[config.mk]
export PLATFORM = sky130hd
export DESIGN_NAME = dpx_page_ext
export DESIGN_NICKNAME = d
export VERILOG_FILES = /design/src/common/dpx_pkg.sv /design/src/hw/dpx_page_ext.sv /design/src/hw/dpx_page_step.sv /design/src/hw/dpx_trap_check.sv
export VERILOG_INCLUDE_DIRS = /design/src /design/src/common
export SDC_FILE = /design/constraint.sdc
export NUM_CORES = 1
export LEC_CHECK = 0
export ABC_AREA = 1
export CELL_PAD_IN_SITES_DETAIL_PLACEMENT = 1
export CELL_PAD_IN_SITES_GLOBAL_PLACEMENT = 1
export CORE_AREA = 4 4 109 111
export DETAILED_ROUTE_END_ITERATION = 8
export DIE_AREA = 0 0 113 115
export DONT_BUFFER_PORTS = 1
export PLACE_DENSITY = 0.75
export SKIP_LAST_GASP = 1
export SLEW_MARGIN = 20
export SYNTH_ARGS = -nofsm -noshare
export SYNTH_HDL_FRONTEND = slang
export SYNTH_SLANG_ARGS = --single-unit
export TNS_END_PERCENT = 100
[constraint.sdc]
create_clock -name clk_sys -period 2.7 [get_ports clk_sys]
set_clock_uncertainty 0.05 [all_clocks]
set_input_delay 0.135 -clock clk_sys [delete_from_list [all_inputs] [get_ports clk_sys]]
set_output_delay 0.135 -clock clk_sys [all_outputs]
set_load 0.01 [all_outputs]
[src/common/dpx_defines.svh]
// register offsets, reset values and page boundary constants
`ifndef DPX_DEFINES_SVH
`define DPX_DEFINES_SVH
`define DPX_OFS_READ_PAGE   8'h32
`define DPX_OFS_WRITE_PAGE  8'h34
`define DPX_OFS_STATUS      8'h36
`define DPX_OFS_MASK        8'h38
`define DPX_RST_READ_PAGE   10'h001
`define DPX_RST_WRITE_PAGE  9'h001
`define DPX_PAGE_ZERO       10'h000
`define DPX_PAGE_EDS_FIRST  10'h001
`define DPX_PAGE_EDS_LAST   10'h1FF
`define DPX_PAGE_LSW_FIRST  10'h200
`define DPX_PAGE_LSW_LAST   10'h2FF
`define DPX_PAGE_MSB_FIRST  10'h300
`define DPX_PAGE_MSB_LAST   10'h3FF
`define DPX_EA_WINDOW_BIT   15
`define DPX_ST_ZERO_PAGE    0
`define DPX_ST_PS_WRITE     1
`define DPX_ST_WIDTH        2
`endif

[src/common/dpx_pkg.sv]
// types shared by the page extension block
package dpx_pkg;
    typedef enum logic [2:0] {
        DPX_MODE_DIRECT,
        DPX_MODE_PRE_MOD,
        DPX_MODE_POST_MOD,
        DPX_MODE_REG_OFFSET,
        DPX_MODE_MODULO,
        DPX_MODE_BIT_REV
    } dpx_mode_type;

    typedef enum logic [1:0] {
        DPX_XING_NONE,
        DPX_XING_OVER,
        DPX_XING_UNDER
    } dpx_xing_type;
endpackage : dpx_pkg

[src/hw/dpx_page_ext.sv]
// data page extension: address translation, page registers, traps
//
// Local design decision: the strobed register port.
`timescale 1ns/1ps
`include "dpx_defines.svh"
// What this block does
// - separate read and write page registers; reads use one, writes the other
// - crossings count only for paged start with pre or post modified indirect
// - a qualifying boundary crossing clears effective address bit 15 only at the range ends listed below
// - normal overflow increments the page and keeps bit 15 set
// - normal underflow decrements the page and keeps bit 15 set
// - offset, modulo, bit-reversed crossings keep page, set bit 15, wrap
// - overflow from last data page keeps page 0x1FF, clears bit 15
// - pre-increment read overflow 0x2FF goes to 0x300, bit 15 stays set
// - post-increment read overflow at 0x3FF keeps page, clears bit 15
// - read underflow at page 0x001 keeps page, clears bit 15
// - read underflow at 0x200 keeps page, clears bit 15
// - read underflow at 0x300 moves to 0x2FF, bit 15 stays set
// - with bit 15 cleared the access lands in base data space
// - paged access with page 0x000 raises address error trap
// - program space write check never traps: the 9-bit write page never reaches 0x200
module dpx_page_ext
    import dpx_pkg::*;
(
    input  wire logic         clk_sys,
    input  wire logic         srst,
    input  wire logic [7:0]   reg_addr,
    input  wire logic [15:0]  reg_wdata,
    input  wire logic         reg_wr,
    input  wire logic         reg_rd,
    output logic [15:0]       reg_rdata,
    input  wire logic         acc_valid,
    input  wire logic         acc_write,
    input  wire dpx_mode_type acc_mode,
    input  wire logic [15:0]  acc_ea_start,
    input  wire logic [15:0]  acc_ea_calc,
    input  wire dpx_xing_type acc_xing,
    output logic              bus_valid,
    output logic              bus_write,
    output logic              bus_paged,
    output logic [9:0]        bus_page,
    output logic [15:0]       bus_addr,
    output logic              addr_err_trap,
    output logic              irq
);
    typedef struct packed {
        logic [9:0]               read_page;
        logic [8:0]               write_page;
        logic [`DPX_ST_WIDTH-1:0] status;
        logic [`DPX_ST_WIDTH-1:0] mask;
        logic [15:0]              rdata;
        logic                     bvalid;
        logic                     bwrite;
        logic                     bpaged;
        logic [9:0]               bpage;
        logic [15:0]              baddr;
        logic                     trap;
        logic                     irq;
    } dpx_state_type;

    dpx_state_type s_q;
    dpx_state_type s_d;

    logic [9:0]  cur_page;
    logic        start_paged;
    logic        linear;
    dpx_xing_type xing_eff;
    logic [9:0]  page_next;
    logic        win_bit;
    logic        zero_err;
    logic        ps_err;

    function automatic logic is_linear_mode(input dpx_mode_type m);
        return m == DPX_MODE_PRE_MOD || m == DPX_MODE_POST_MOD;
    endfunction : is_linear_mode

    // page register chosen by direction
    always_comb begin
        cur_page = acc_write ? {1'b0, s_q.write_page} : s_q.read_page;
    end

    always_comb begin
        start_paged = acc_ea_start[`DPX_EA_WINDOW_BIT];
        linear      = start_paged && is_linear_mode(acc_mode);
        xing_eff    = start_paged ? acc_xing : DPX_XING_NONE;
    end

    dpx_page_step dpx_page_step_inst (
        .page      (cur_page),
        .xing      (xing_eff),
        .linear    (linear),
        .is_read   (!acc_write),
        .page_next (page_next),
        .win_bit   (win_bit)
    );

    dpx_trap_check dpx_trap_check_inst (
        .page          (cur_page),
        .paged         (acc_valid && start_paged),
        .is_write      (acc_write),
        .zero_page_err (zero_err),
        .ps_write_err  (ps_err)
    );

    always_comb begin
        logic [15:0]              ea;
        logic                     rd_status;
        logic [`DPX_ST_WIDTH-1:0] ev;
        ea        = acc_ea_calc;
        rd_status = reg_rd && reg_addr == `DPX_OFS_STATUS;
        ev        = '0;
        s_d       = s_q;
        s_d.rdata = 16'h0000;
        s_d.bvalid = 1'b0;
        s_d.trap   = 1'b0;

        if (reg_wr) begin
            unique case (reg_addr)
                `DPX_OFS_READ_PAGE:  s_d.read_page  = reg_wdata[9:0];
                `DPX_OFS_WRITE_PAGE: s_d.write_page = reg_wdata[8:0];
                `DPX_OFS_MASK:       s_d.mask = reg_wdata[`DPX_ST_WIDTH-1:0];
                default: ;
            endcase
        end
        if (reg_rd) begin
            unique case (reg_addr)
                `DPX_OFS_READ_PAGE:  s_d.rdata = {6'h00, s_q.read_page};
                `DPX_OFS_WRITE_PAGE: s_d.rdata = {7'h00, s_q.write_page};
                `DPX_OFS_STATUS:     s_d.rdata = {14'h0000, s_q.status};
                `DPX_OFS_MASK:       s_d.rdata = {14'h0000, s_q.mask};
                default:             s_d.rdata = 16'h0000;
            endcase
        end

        if (acc_valid) begin
            if (!start_paged) begin
                s_d.bpaged = 1'b0;
                s_d.bpage  = 10'h000;
                s_d.baddr  = ea;
            end else begin
                if (xing_eff != DPX_XING_NONE && linear) begin
                    ea[`DPX_EA_WINDOW_BIT] = 1'b0;
                end
                ea[`DPX_EA_WINDOW_BIT] = win_bit;
                s_d.bpaged = win_bit;
                // base data space when window bit dropped
                s_d.bpage  = win_bit ? page_next : 10'h000;
                s_d.baddr  = ea;
                if (acc_write) begin
                    s_d.write_page = page_next[8:0];
                end else begin
                    s_d.read_page = page_next;
                end
            end
            s_d.bvalid = !(zero_err || ps_err);
            s_d.bwrite = acc_write;
            s_d.trap   = zero_err || ps_err;
            ev[`DPX_ST_ZERO_PAGE] = zero_err;
            ev[`DPX_ST_PS_WRITE]  = ps_err;
            // a trapped access must not move the page
            if (zero_err || ps_err) begin
                s_d.read_page  = s_q.read_page;
                s_d.write_page = s_q.write_page;
                if (reg_wr && reg_addr == `DPX_OFS_READ_PAGE) begin
                    s_d.read_page = reg_wdata[9:0];
                end
                if (reg_wr && reg_addr == `DPX_OFS_WRITE_PAGE) begin
                    s_d.write_page = reg_wdata[8:0];
                end
            end
        end

        // set wins over read clear
        s_d.status = (rd_status ? '0 : s_q.status) | ev;
        s_d.irq    = |(s_d.status & s_d.mask);
    end

    always_ff @(posedge clk_sys) begin
        if (srst) begin
            s_q            <= '0;
            s_q.read_page  <= `DPX_RST_READ_PAGE;
            s_q.write_page <= `DPX_RST_WRITE_PAGE;
        end else begin
            s_q <= s_d;
        end
    end

    always_comb begin
        reg_rdata     = s_q.rdata;
        bus_valid     = s_q.bvalid;
        bus_write     = s_q.bwrite;
        bus_paged     = s_q.bpaged;
        bus_page      = s_q.bpage;
        bus_addr      = s_q.baddr;
        addr_err_trap = s_q.trap;
        irq           = s_q.irq;
    end
endmodule : dpx_page_ext

[src/hw/dpx_page_step.sv]
// next page and window bit after a page boundary crossing
`timescale 1ns/1ps
`include "dpx_defines.svh"
module dpx_page_step
    import dpx_pkg::*;
(
    input  wire logic [9:0]   page,
    input  wire dpx_xing_type xing,
    input  wire logic         linear,
    input  wire logic         is_read,
    output logic [9:0]        page_next,
    output logic              win_bit
);
    always_comb begin
        page_next = page;
        win_bit   = 1'b1;
        if (!linear || xing == DPX_XING_NONE) begin
            win_bit = 1'b1;
        end else if (xing == DPX_XING_OVER) begin
            if (page == `DPX_PAGE_EDS_LAST) begin
                win_bit = 1'b0;
            end else if (is_read && page == `DPX_PAGE_LSW_LAST) begin
                page_next = `DPX_PAGE_MSB_FIRST;
            end else if (is_read && page == `DPX_PAGE_MSB_LAST) begin
                win_bit = 1'b0;
            end else begin
                page_next = page + 10'h001;
            end
        end else begin
            if (is_read && page == `DPX_PAGE_EDS_FIRST) begin
                win_bit = 1'b0;
            end else if (is_read && page == `DPX_PAGE_LSW_FIRST) begin
                win_bit = 1'b0;
            end else if (is_read && page == `DPX_PAGE_MSB_FIRST) begin
                page_next = `DPX_PAGE_LSW_LAST;
            end else begin
                page_next = page - 10'h001;
            end
        end
    end
endmodule : dpx_page_step

[src/hw/dpx_trap_check.sv]
// address error detection for a paged access
`timescale 1ns/1ps
`include "dpx_defines.svh"
module dpx_trap_check (
    input  wire logic [9:0] page,
    input  wire logic       paged,
    input  wire logic       is_write,
    output logic            zero_page_err,
    output logic            ps_write_err
);
    always_comb begin
        zero_page_err = paged && page == `DPX_PAGE_ZERO;
        ps_write_err  = paged && is_write &&
                        page >= `DPX_PAGE_LSW_FIRST;
    end
endmodule : dpx_trap_check

==> results.toml, run 1 <==
[setup_path]
critPathKind = "register to register"
crit_path_end_kind = "register"
crit_arrival_ps = 2720
path_max_fanout = 25
worstPathRequired_ps = 2900
cp-start-kind = "register"

[sta]
setup_slack_ps = 175.7
fin_setup_tns_ps = 0
rsz0062_at_grt = "true"
worst_pin_slew_ps = 1066
hold_viol = 0
slew_violations = 0
whs_ps = 15.85
fin_crit_ps = 2524
relSlewSlack_pct = 28.70
finalCritPeriodShare_pct = 93.49
finalSetupViolations = 0
fmax_mhz = 396.1

[global_route]
grt_usage_pct = 26.90
grt_pass1_vias = 5255
grt_pass1_wl_um = 27870
grt_max_degree = 35
grt_overflow = 0
antenna_found_initial = 0

[yosys]
ys_types = 44
synth.most_common_cell = "nand2_1"
synth-edff-count = 0
synth.largest_area_cell = "dfxtp_1"
syn_area_per_cell_um2 = 6.081
synth_area_leaders = "dfxtp_1 (27%), nand2_1 (19%), o21ai_0 (9.0%)"
yosysSeqAreaShare_pct = 27.29
yosys_register_bits = 64
synth_common_cells = "nand2_1 (233), inv_1 (85), o21ai_0 (84)"
ys_async_sr_fraction_pct = 0
synth_top_area_share_pct = 27.29
yosys_warnings = 0
synth_ff_type = "dfxtp_1"
syn_inst = 772
netlist_area_um2 = 4695

[die]
die_w_um = 113
core_um2 = 10790
io_pins = 114
die_area_um2 = 13000
start_util_pct = 43.50
rows = 38
dieHeight_um = 115

[outcome]
outcome = "complete, no violations"

[clock_tree]
path_clk_slew_ps = 80
cts_sinks = 64
cts_buffers = 9
cts_root_buf = "clkbuf_8"
cts_tree = "done"
h-tree-depth = 3
clock_latency_ps = 360
clock_path_buffers = 2

[cells_and_area]
layout-drive-gt1-share_pct = 10.04
n_fill_cell = 1490
final-seq-area_um2 = 1281
multiInputGateArea_um2 = 2659
diodes = 0
stdcell_area_um2 = 5124
syn2layout_area_growth_pct = 9.142
nets = 832

[power_and_ir_drop]
ir_worst_vdd_mv = 0.2583
p_leak_nw = 2.409
p_total_mw = 2.515
switchingPower_mw = 0.7865
power.internal_mw = 1.729
powerDensity_nw_per_um2 = 490.9
netSwitchingFraction_pct = 31.27
p_comb_share_pct = 18.8
p_clk_share_pct = 39.7
p_seq_share_pct = 41.5

[detailed_routing]
avgRoutedWirePerCell_um = 18.95
dr.first_iter.drc_count = 279
ant_nets = 0
dr_total_vias = 4981
route.detailed.drc = 0
first_pass_iters = 5
vias_per_cell = 5.492
wirelength_um = 17180

[hold_path]
hold_path.class = "input port to register"

[flow_run]
maxCapViolCount = 0

[placed_design]
port_buffers = 0
place_worst_setup_slack_ps = 98.21
place_congestion = 0.9459
placed_area_um2 = 4546
place_hpwl_um = 12270
-- cells by family after synthesis --
family                     count (synthesis)  share of synthesized area, %
other                                      1                       0.07988
adders and majority gates                  3                        0.7997
buffers and inverters                    161                         17.27
xor gates and xnor gates                   6                         1.119
and+or+nand+nor                          382                         35.34
AOI/OAI and AO/OA                        155                         18.10
DFF                                       64                         27.29
-- power groups by stage --
stage          clock, mW  sequential [mW]  combinational, mW
5_1_grt             1.05             1.05              0.535
6_report           0.998             1.04              0.474
3_5_place_dp           0             1.06              0.408
3_3_place_gp           0             1.06              0.388
4_1_cts             1.01             1.04              0.462
2_1_floorplan          0             1.03              0.370
-- metrics by stage --
stage	utilization, %	instances
4_1_cts	46.92	904
3_3_place_gp	42.12	861
6_report	47.47	907
2_1_floorplan	-	777
3_5_place_dp	42.12	861
5_1_grt	47.47	907
-- layout by cell type (no fill, tap or decap), types with 5 or more instances in the layout --
cell type      netlist  layout
o21ai_0             84      84
conb_1               1       6
nand2_2              6       8
buf_4               43      17
a22oi_1              7       7
o21ai_1              6       5
dlygate4sd3_1        0      26
xor2_1               6       6
nand2_1            233     231
clkbuf_8             0      11
dfxtp_1             64      64
o21ai_2              5       5
nand4_1              7       7
a21oi_1             44      42
inv_1               85      84
nor2_1              67      66
nand3_1             43      43
-- worst max-delay path, stage by stage, from the launching register on --
cell	delay, ps
dfxtp_1	340
inv_2	110
nand2_1	60
nand2_1	120
ha_2	210
inv_1	70
nor2_4	190
nand4_2	150
or2_1	270
buf_12	180
a21oi_4	260
inv_2	100
o21ai_0	220
a21oi_1	60
-- per-layer routing --
layer	track usage (%)	vias up	routed length (um)
met5	0	-	0
li1	-	2390	-
met4	9.375	0	440
met3	4.579	36	1018
met2	46.37	163	8373
met1	34.02	2392	7351
-- flip-flops by register name, summed over array words and instances, names as in the netlist --
signal / count
reg_rdata: 10
bus_addr: 16
addr_err_trap: 1
s_q: 23
bus_valid: 1
bus_write: 1
bus_page: 10
irq: 1
bus_paged: 1
-- area by class of cell --
type / count / share of cell area [%]
Clock inverter: 5 / 1.685
Clock buffer: 11 / 2.955
Tap cell: 140 / 3.419
Multi-Input combinational cell: 552 / 51.89
Sequential cell: 64 / 25.01
Timing Repair Buffer: 45 / 8.352
Inverter: 90 / 6.691
-- path summary, 6_finish.rpt --
path              from        end  slack (ps)  cells after the start
max            s_q[60]    s_q[68]         180                     13
max reg2reg    s_q[60]    s_q[68]         180                     13
min          acc_valid  bus_write          20                      2
min reg2reg    s_q[64]    s_q[64]         460                      2
-- repair_timing --
item,4_1_cts,5_1_grt
endpoints found under the setup margin,0,24
hold buffers,27,0
resized for setup,0,11
endpoints found under the hold margin,55,0
setup buffers,0,3
Note: power is estimated with default switching activity, not from simulation.
==> run 2: changes to the inputs <==
--- a/config.mk
+++ b/config.mk
@@ -6,14 +6,13 @@
 export SDC_FILE = /design/constraint.sdc
 export NUM_CORES = 1
 export LEC_CHECK = 0
-export ABC_AREA = 1
 export CELL_PAD_IN_SITES_DETAIL_PLACEMENT = 1
 export CELL_PAD_IN_SITES_GLOBAL_PLACEMENT = 1
-export CORE_AREA = 4 4 109 111
+export CORE_AREA = 4 4 103 105
 export DETAILED_ROUTE_END_ITERATION = 8
-export DIE_AREA = 0 0 113 115
+export DIE_AREA = 0 0 107 109
 export DONT_BUFFER_PORTS = 1
-export PLACE_DENSITY = 0.75
+export PLACE_DENSITY = 0.72
 export SKIP_LAST_GASP = 1
 export SLEW_MARGIN = 20
 export SYNTH_ARGS = -nofsm -noshare
==> run 2 against run 1 <==
  * Combinational power down 16%
  * Cell count down 23%
  * Critical path depth down 3
  * Setup slack worse by 76 ps
  * Via count down 15%
  * Largest power group unchanged
  * Power down 2.0%
==> results.toml, run 2 <==
[setup_path]
cp_cell_sequence = "mux2i_4 > ha_4 > nor4b_4 > o21ai_4 > or4_4 > buf_12 > nor3_1 > buf_4 > nand2_1 > nand2_1"
cp_common_cell = "nand2_1"
cp-start-kind = "register"
worstPathRequired_ps = 2950
crit_path_end_kind = "register"
crit_family = "simple AND/OR/NAND/NOR gates"
crit_slowest_cell = "or4_4"
crit_arrival_ps = 2850
path_max_fanout = 15
crit_buf_inv = 2
slowest_delay_ps = 550
critPathKind = "register to register"

[placed_design]
place_congestion = 1.022
place_hpwl_um = 10650
place_inst = 656
place_worst_setup_slack_ps = 0.2718
port_buffers = 0

[yosys]
synthXorXnorAreaFrac_pct = 0.6197
synth_top_area_share_pct = 30.22
synth_ff_type = "dfxtp_1"
yosys.area_share.adder_pct = 0.8852
synth_top_family_by_area = "simple AND/OR/NAND/NOR gates"
syn_area_per_cell_um2 = 7.941
netlist_area_um2 = 4240
synth_common_cells = "dfxtp_1 (64), nor2_1 (51), nand2_1 (49)"
yosysSeqAreaShare_pct = 30.22
ys_async_sr_fraction_pct = 0
synth_compound_area_share_pct = 22.78
synthMuxAreaShare_pct = 8.793
ys_types = 76
synth.largest_area_cell = "dfxtp_1"
synth_area_leaders = "dfxtp_1 (30%), buf_4 (7.6%), mux2i_1 (6.6%)"
syn_inst = 534
synth-edff-count = 0
yosys_warnings = 0
yosys.area_share.simple_pct = 24.08
yosys_register_bits = 64
synth.most_common_cell = "dfxtp_1"

[detailed_routing]
wl_met3_um = 857
dr.first_iter.drc_count = 291
route.detailed.drc = 0
avgRoutedWirePerCell_um = 21.89
vias_per_cell = 6.083
topRoutingLayerUsed = "met4"
dr_total_vias = 4252
first_pass_iters = 5
wl_met1_um = 6392
wirelength_um = 15300
wl_met2_um = 7756
ant_nets = 0

[power_and_ir_drop]
powerDensity_nw_per_um2 = 483.7
p_leak_nw = 1.973
ir_worst_vdd_mv = 0.2940

[cells_and_area]
top_register = "s_q"
largest_reg_flops = 23
final_cells = 699
nets = 631
layout-drive-gt1-share_pct = 22.08
final_common_cell = "dfxtp_1"
syn2layout_area_growth_pct = 20.18
diodes = 0
final_cell_mix = "dfxtp_1 (61), buf_4 (60), nor2_1 (50), nand2_1 (48), o21ai_0 (29)"

[sta]
finalCritPeriodShare_pct = 96.31
slew_violations = 0
rsz0062_at_grt = "true"
hold_viol = 0
finalSetupViolations = 0
worst_pin_slew_ps = 758.8
relSlewSlack_pct = 49.29
setup_slack_ps = 99.70
fmax_mhz = 384.6
fin_crit_ps = 2600

[die]
rows = 36
die_area_um2 = 11660
start_util_pct = 43.99
io_pins = 114
die_w_um = 107
dieHeight_um = 109
core_um2 = 9639

[hold_path]
hold_path.class = "input port to register"

[global_route]
grt_pass1_wl_um = 23850
grt_pass1_vias = 4496
grt_max_degree = 38
grt_overflow = 0
antenna_found_initial = 0
grt_usage_pct = 26.32

[clock_tree]
cts_buffers = 9
h-tree-depth = 3
clock_path_buffers = 2
cts_sinks = 64
clock_latency_ps = 350
path_clk_slew_ps = 80
cts_root_buf = "clkbuf_8"
cts_tree = "done"

[outcome]
outcome = "complete, no violations"

[flow_run]
maxCapViolCount = 0
-- run 2: cell types whose count changed after synthesis, sizes merged, moves of 9 or more --
cell	before	now
nand2	243	50
nor3	6	15
mux2i	0	30
inv	89	9
nand3	43	15
a21oi	45	28
a211oi	0	18
nor2	73	53
and3	1	11
o21ai	95	40
-- run 2: final timing paths --
kind	start	end	slack (ps)	cells after the start
max	s_q[60]	s_q[54]	100	10
min	reg_wdata[4]	s_q[55]	10	4
max reg2reg	s_q[60]	s_q[54]	100	10
min reg2reg	s_q[47]	reg_rdata[0]	420	2
-- run 2: kinds of logic after synthesis --
kind of cell    count (synthesis)
mux                            35
other cells                     1
compound gates                146
buf+inv                        84
simple gates                  198
xor+xnor                        3
fa+ha+maj                       3
flops                          64
-- run 2: power breakdown --
part           leakage, nW  switching [mW]  total [mW]  internal, mW
Combinational         1.34           0.211       0.399         0.188
Clock                0.116           0.420        1.03         0.615
Sequential           0.522          0.0522        1.03         0.980
-- run 2: repair_timing --
item / 4_1_cts / 5_1_grt
cloned: 0 / 0
hold buffers: 24 / 1
resized for setup: 2 / 31
endpoints found under the setup margin: 3 / 29
setup buffers: 0 / 2
endpoints found under the hold margin: 35 / 1
pin swaps: 0 / 6
-- run 2: routing by layer --
metal	global-route usage, %	vias to the layer above
li1	-	1955
met1	31.76	2120
met2	47.17	154
met3	4.500	23
met4	9.406	0
met5	0	-
-- run 2: worst reg2reg max path, stage by stage (launching register included) --
cell	delay, ps
dfxtp_2	340
mux2i_4	200
ha_4	200
nor4b_4	280
o21ai_4	100
or4_4	550
buf_12	180
nor3_1	310
buf_4	200
nand2_1	60
nand2_1	80
-- run 2: through the flow --
| stage | total power [mW] | hold WS [ps] | setup TNS (ps) | area, um^2 | utilization (%) |
|---|---|---|---|---|---|
| global route | 2.556 | 28.48 | -70.25 | 5096 | 52.87 |
| finish | 2.465 | 13.96 | 0 | 5096 | 52.87 |
| floorplan | 1.310 | 232.2 | 0 | 4305 | - |
| global placement | 1.372 | 159.5 | 0 | 4417 | 45.82 |
| CTS | 2.442 | 4.712 | -40.77 | 4916 | 51.00 |
| detailed placement | 1.384 | 166.0 | 0 | 4417 | 45.82 |
-- run 2: cell type report --
type	count	area (um^2)
clock buffers	9	123.9
inverters	9	33.78
flip-flops and latches	64	1285
repair buffers	86	720.7
multi-input cells	391	2648
fillers	1164	4543
well taps	133	166.4
clock inverters	7	118.9
==> run 3: changes to the inputs <==
--- a/config.mk
+++ b/config.mk
@@ -8,14 +8,15 @@
 export LEC_CHECK = 0
 export CELL_PAD_IN_SITES_DETAIL_PLACEMENT = 1
 export CELL_PAD_IN_SITES_GLOBAL_PLACEMENT = 1
-export CORE_AREA = 4 4 103 105
+export CORE_AREA = 4 4 105 107
 export DETAILED_ROUTE_END_ITERATION = 8
-export DIE_AREA = 0 0 107 109
+export DIE_AREA = 0 0 109 111
 export DONT_BUFFER_PORTS = 1
 export PLACE_DENSITY = 0.72
 export SKIP_LAST_GASP = 1
 export SLEW_MARGIN = 20
 export SYNTH_ARGS = -nofsm -noshare
 export SYNTH_HDL_FRONTEND = slang
+export SYNTH_HIERARCHICAL = 1
 export SYNTH_SLANG_ARGS = --single-unit
 export TNS_END_PERCENT = 100
==> run 3 against run 2 <==
  * The run now ends with setup timing left
  * Setup slack got worse by 470 ps
  * Cell count rose by 13%
  * Clock power rose by 7%
  * Power rose by 15%
  * Via count rose by 26%
  * Global-route usage rose by 6.6 points
  * Synthesized cell count rose by 4.9%
  * Sequential cell count did not move
  * Combinational power rose by 80%
  * Critical path type unchanged
==> results.toml, run 3 <==
[yosys]
synth.largest_area_cell = "dfxtp_1"
synth.most_common_cell = "nor2_1"
netlist_area_um2 = 4447
ys_types = 65
yosys.area_share.simple_pct = 23.92
syn_area_per_cell_um2 = 7.941
yosys.area_share.adder_pct = 0.8441
yosysSeqAreaShare_pct = 28.81
synthMuxAreaShare_pct = 8.469
synth_ff_type = "dfxtp_1"
synth_compound_area_share_pct = 25.63
synth_top_family_by_area = "compound AO/OA/AOI/OAI gates"
syn_inst = 560
ys_async_sr_fraction_pct = 0
synth_area_leaders = "dfxtp_1 (29%), buf_4 (7.1%), nor2_1 (7.0%)"
yosys_warnings = 6
synth_top_area_share_pct = 28.81
synthXorXnorAreaFrac_pct = 0.5909
synth-edff-count = 0
yosys_register_bits = 64
synth_common_cells = "nor2_1 (83), dfxtp_1 (64), buf_4 (42)"

[setup_path]
critPathKind = "register to register"
path_max_fanout = 5
crit_start = "s_q[67]"
slowest_delay_ps = 640
regToRegSetupSlack_ps = -370
rr_startpoint = "s_q[67]"
ff2ff_path_depth = 13
crit_path_end_kind = "register"
r2r_end = "s_q[53]"
cp_cell_sequence = "mux2_4 > or4_4 > buf_12 > nor2_4 > nor4b_4 > buf_4 > o21ai_2 > a21oi_2 > buf_6 > o22ai_4 > o21ai_0 > a32oi_1 > nor2_1"
worstPathRequired_ps = 2950
cp-start-kind = "register"
crit_slowest_cell = "or4_4"
crit_arrival_ps = 3320

[global_route]
grt_pass1_wl_um = 30780
grt_overflow = 0
grt_max_degree = 48
antenna_found_initial = 0
grt_pass1_vias = 5342
grt_usage_pct = 32.92

[detailed_routing]
route.detailed.drc = 0
vias_per_cell = 6.807
wirelength_um = 22550
avgRoutedWirePerCell_um = 28.58
dr.first_iter.drc_count = 518
ant_nets = 0
first_pass_iters = 5
dr_total_vias = 5371

[cells_and_area]
n_fill_cell = 1141
utilization_pct = 61.89
diodes = 0
final_cell_mix = "buf_4 (102), nor2_1 (79), dfxtp_1 (57), nand2_1 (34), dlygate4sd3_1 (34)"
layout-drive-gt1-share_pct = 36.91
stdcell_area_um2 = 6275
nets = 718
final_common_cell = "buf_4"
top_register = "s_q"
largest_reg_flops = 23
syn2layout_area_growth_pct = 41.11

[sta]
slew_violations = 0
fin_setup_tns_ps = -6333
worst_pin_slew_ps = 752.5
finalCritPeriodShare_pct = 113.8
fmax_mhz = 325.5
rsz0062_at_grt = "true"
fin_crit_ps = 3073
finalSetupViolations = 28
setup_slack_ps = -372.6
hold_viol = 0
relSlewSlack_pct = 49.56

[die]
die_w_um = 109
dieHeight_um = 111
rows = 37
io_pins = 114
start_util_pct = 43.86
core_um2 = 10140
die_area_um2 = 12100

[clock_tree]
cts_root_buf = "clkbuf_8"
path_clk_slew_ps = 80
clock_path_buffers = 2
cts_tree = "done"
clock_latency_ps = 370
h-tree-depth = 3
cts_buffers = 9
cts_sinks = 64

[power_and_ir_drop]
powerDensity_nw_per_um2 = 451.1
p_leak_nw = 2.443
ir_worst_vdd_mv = 0.4153

[placed_design]
placed_area_um2 = 4876
place_hpwl_um = 12030
place_congestion = 1.009
port_buffers = 0

[hold_path]
min_from = "reg_wdata[3]"
holdPathStages = 3
hold_path.class = "input port to register"
min_to = "s_q[54]"

[outcome]
violations = "setup timing"
outcome = "finished, violations left"

[flow_run]
maxCapViolCount = 0
run 3: per-stage QoR:
stage	instances	hold slack [ps]	worst slack (ps)	power (mW)
finish	789	4.878	-372.6	2.830
global route	789	-0.2433	-481.3	2.914
CTS	776	0.8568	-136.2	2.649
detailed placement	715	161.2	-234.1	1.465
global placement	715	160.0	-245.1	1.454
floorplan	565	232.2	-113.7	1.347
run 3: how the worst max path moves through the flow:
stage	slack, ps	end	depth (start not counted)
floorplan	-110	s_q[52]	12
global placement	-250	s_q[57]	10
detailed placement	-230	s_q[54]	10
CTS	-140	s_q[67]	11
global route	-480	s_q[53]	13
finish	-370	s_q[53]	13
run 3: what timing repair did:
item | CTS | global route
buffers inserted | 11 | 16
setup endpoints to repair | 29 | 30
hold buffers | 36 | 0
gates cloned | 0 | 1
hold endpoints to repair | 57 | 0
resized for setup | 47 | 78
pin swaps | 29 | 38
run 3: power by group:
group	total, mW	internal (mW)	switching (mW)
logic	0.717	0.337	0.380
clock network	1.10	0.625	0.472
registers	1.02	0.979	0.0367
total	2.83	1.94	0.889
run 3: layout make-up:
type                       count  area [um^2]  area share (%)
multi-input combinational    415         3221           51.33
timing repair buffer         151         1319           21.02
sequential                    64         1290           20.56
tap                          136        170.2           2.712
clock inverter                 7        125.1           1.994
clock buffer                   9        123.9           1.974
inverter                       7        26.28          0.4187
run 3: cell families after synthesis:
group,Yosys count
mux,36
xor+xnor,3
buf+inv,87
flops,64
other cells,1
simple gates,206
compound gates,160
fa+ha+maj,3
run 3: worst max-delay path: cells and delay by family (launching register included):
kind	cells	cell delay, ps
and+or+nand+nor	4	1160
buffers and inverters	3	520
DFF	1	330
AOI/OAI and AO/OA	5	660
muxes	1	290
run 3: per-layer routing:
metal | vias up | wire length (um) | track usage (%)
li1 | 2200 | - | -
met4 | 0 | 1472 | 18.77
met2 | 380 | 10920 | 54.46
met5 | - | 0 | 0
met3 | 131 | 2040 | 7.397
met1 | 2660 | 8118 | 38.42
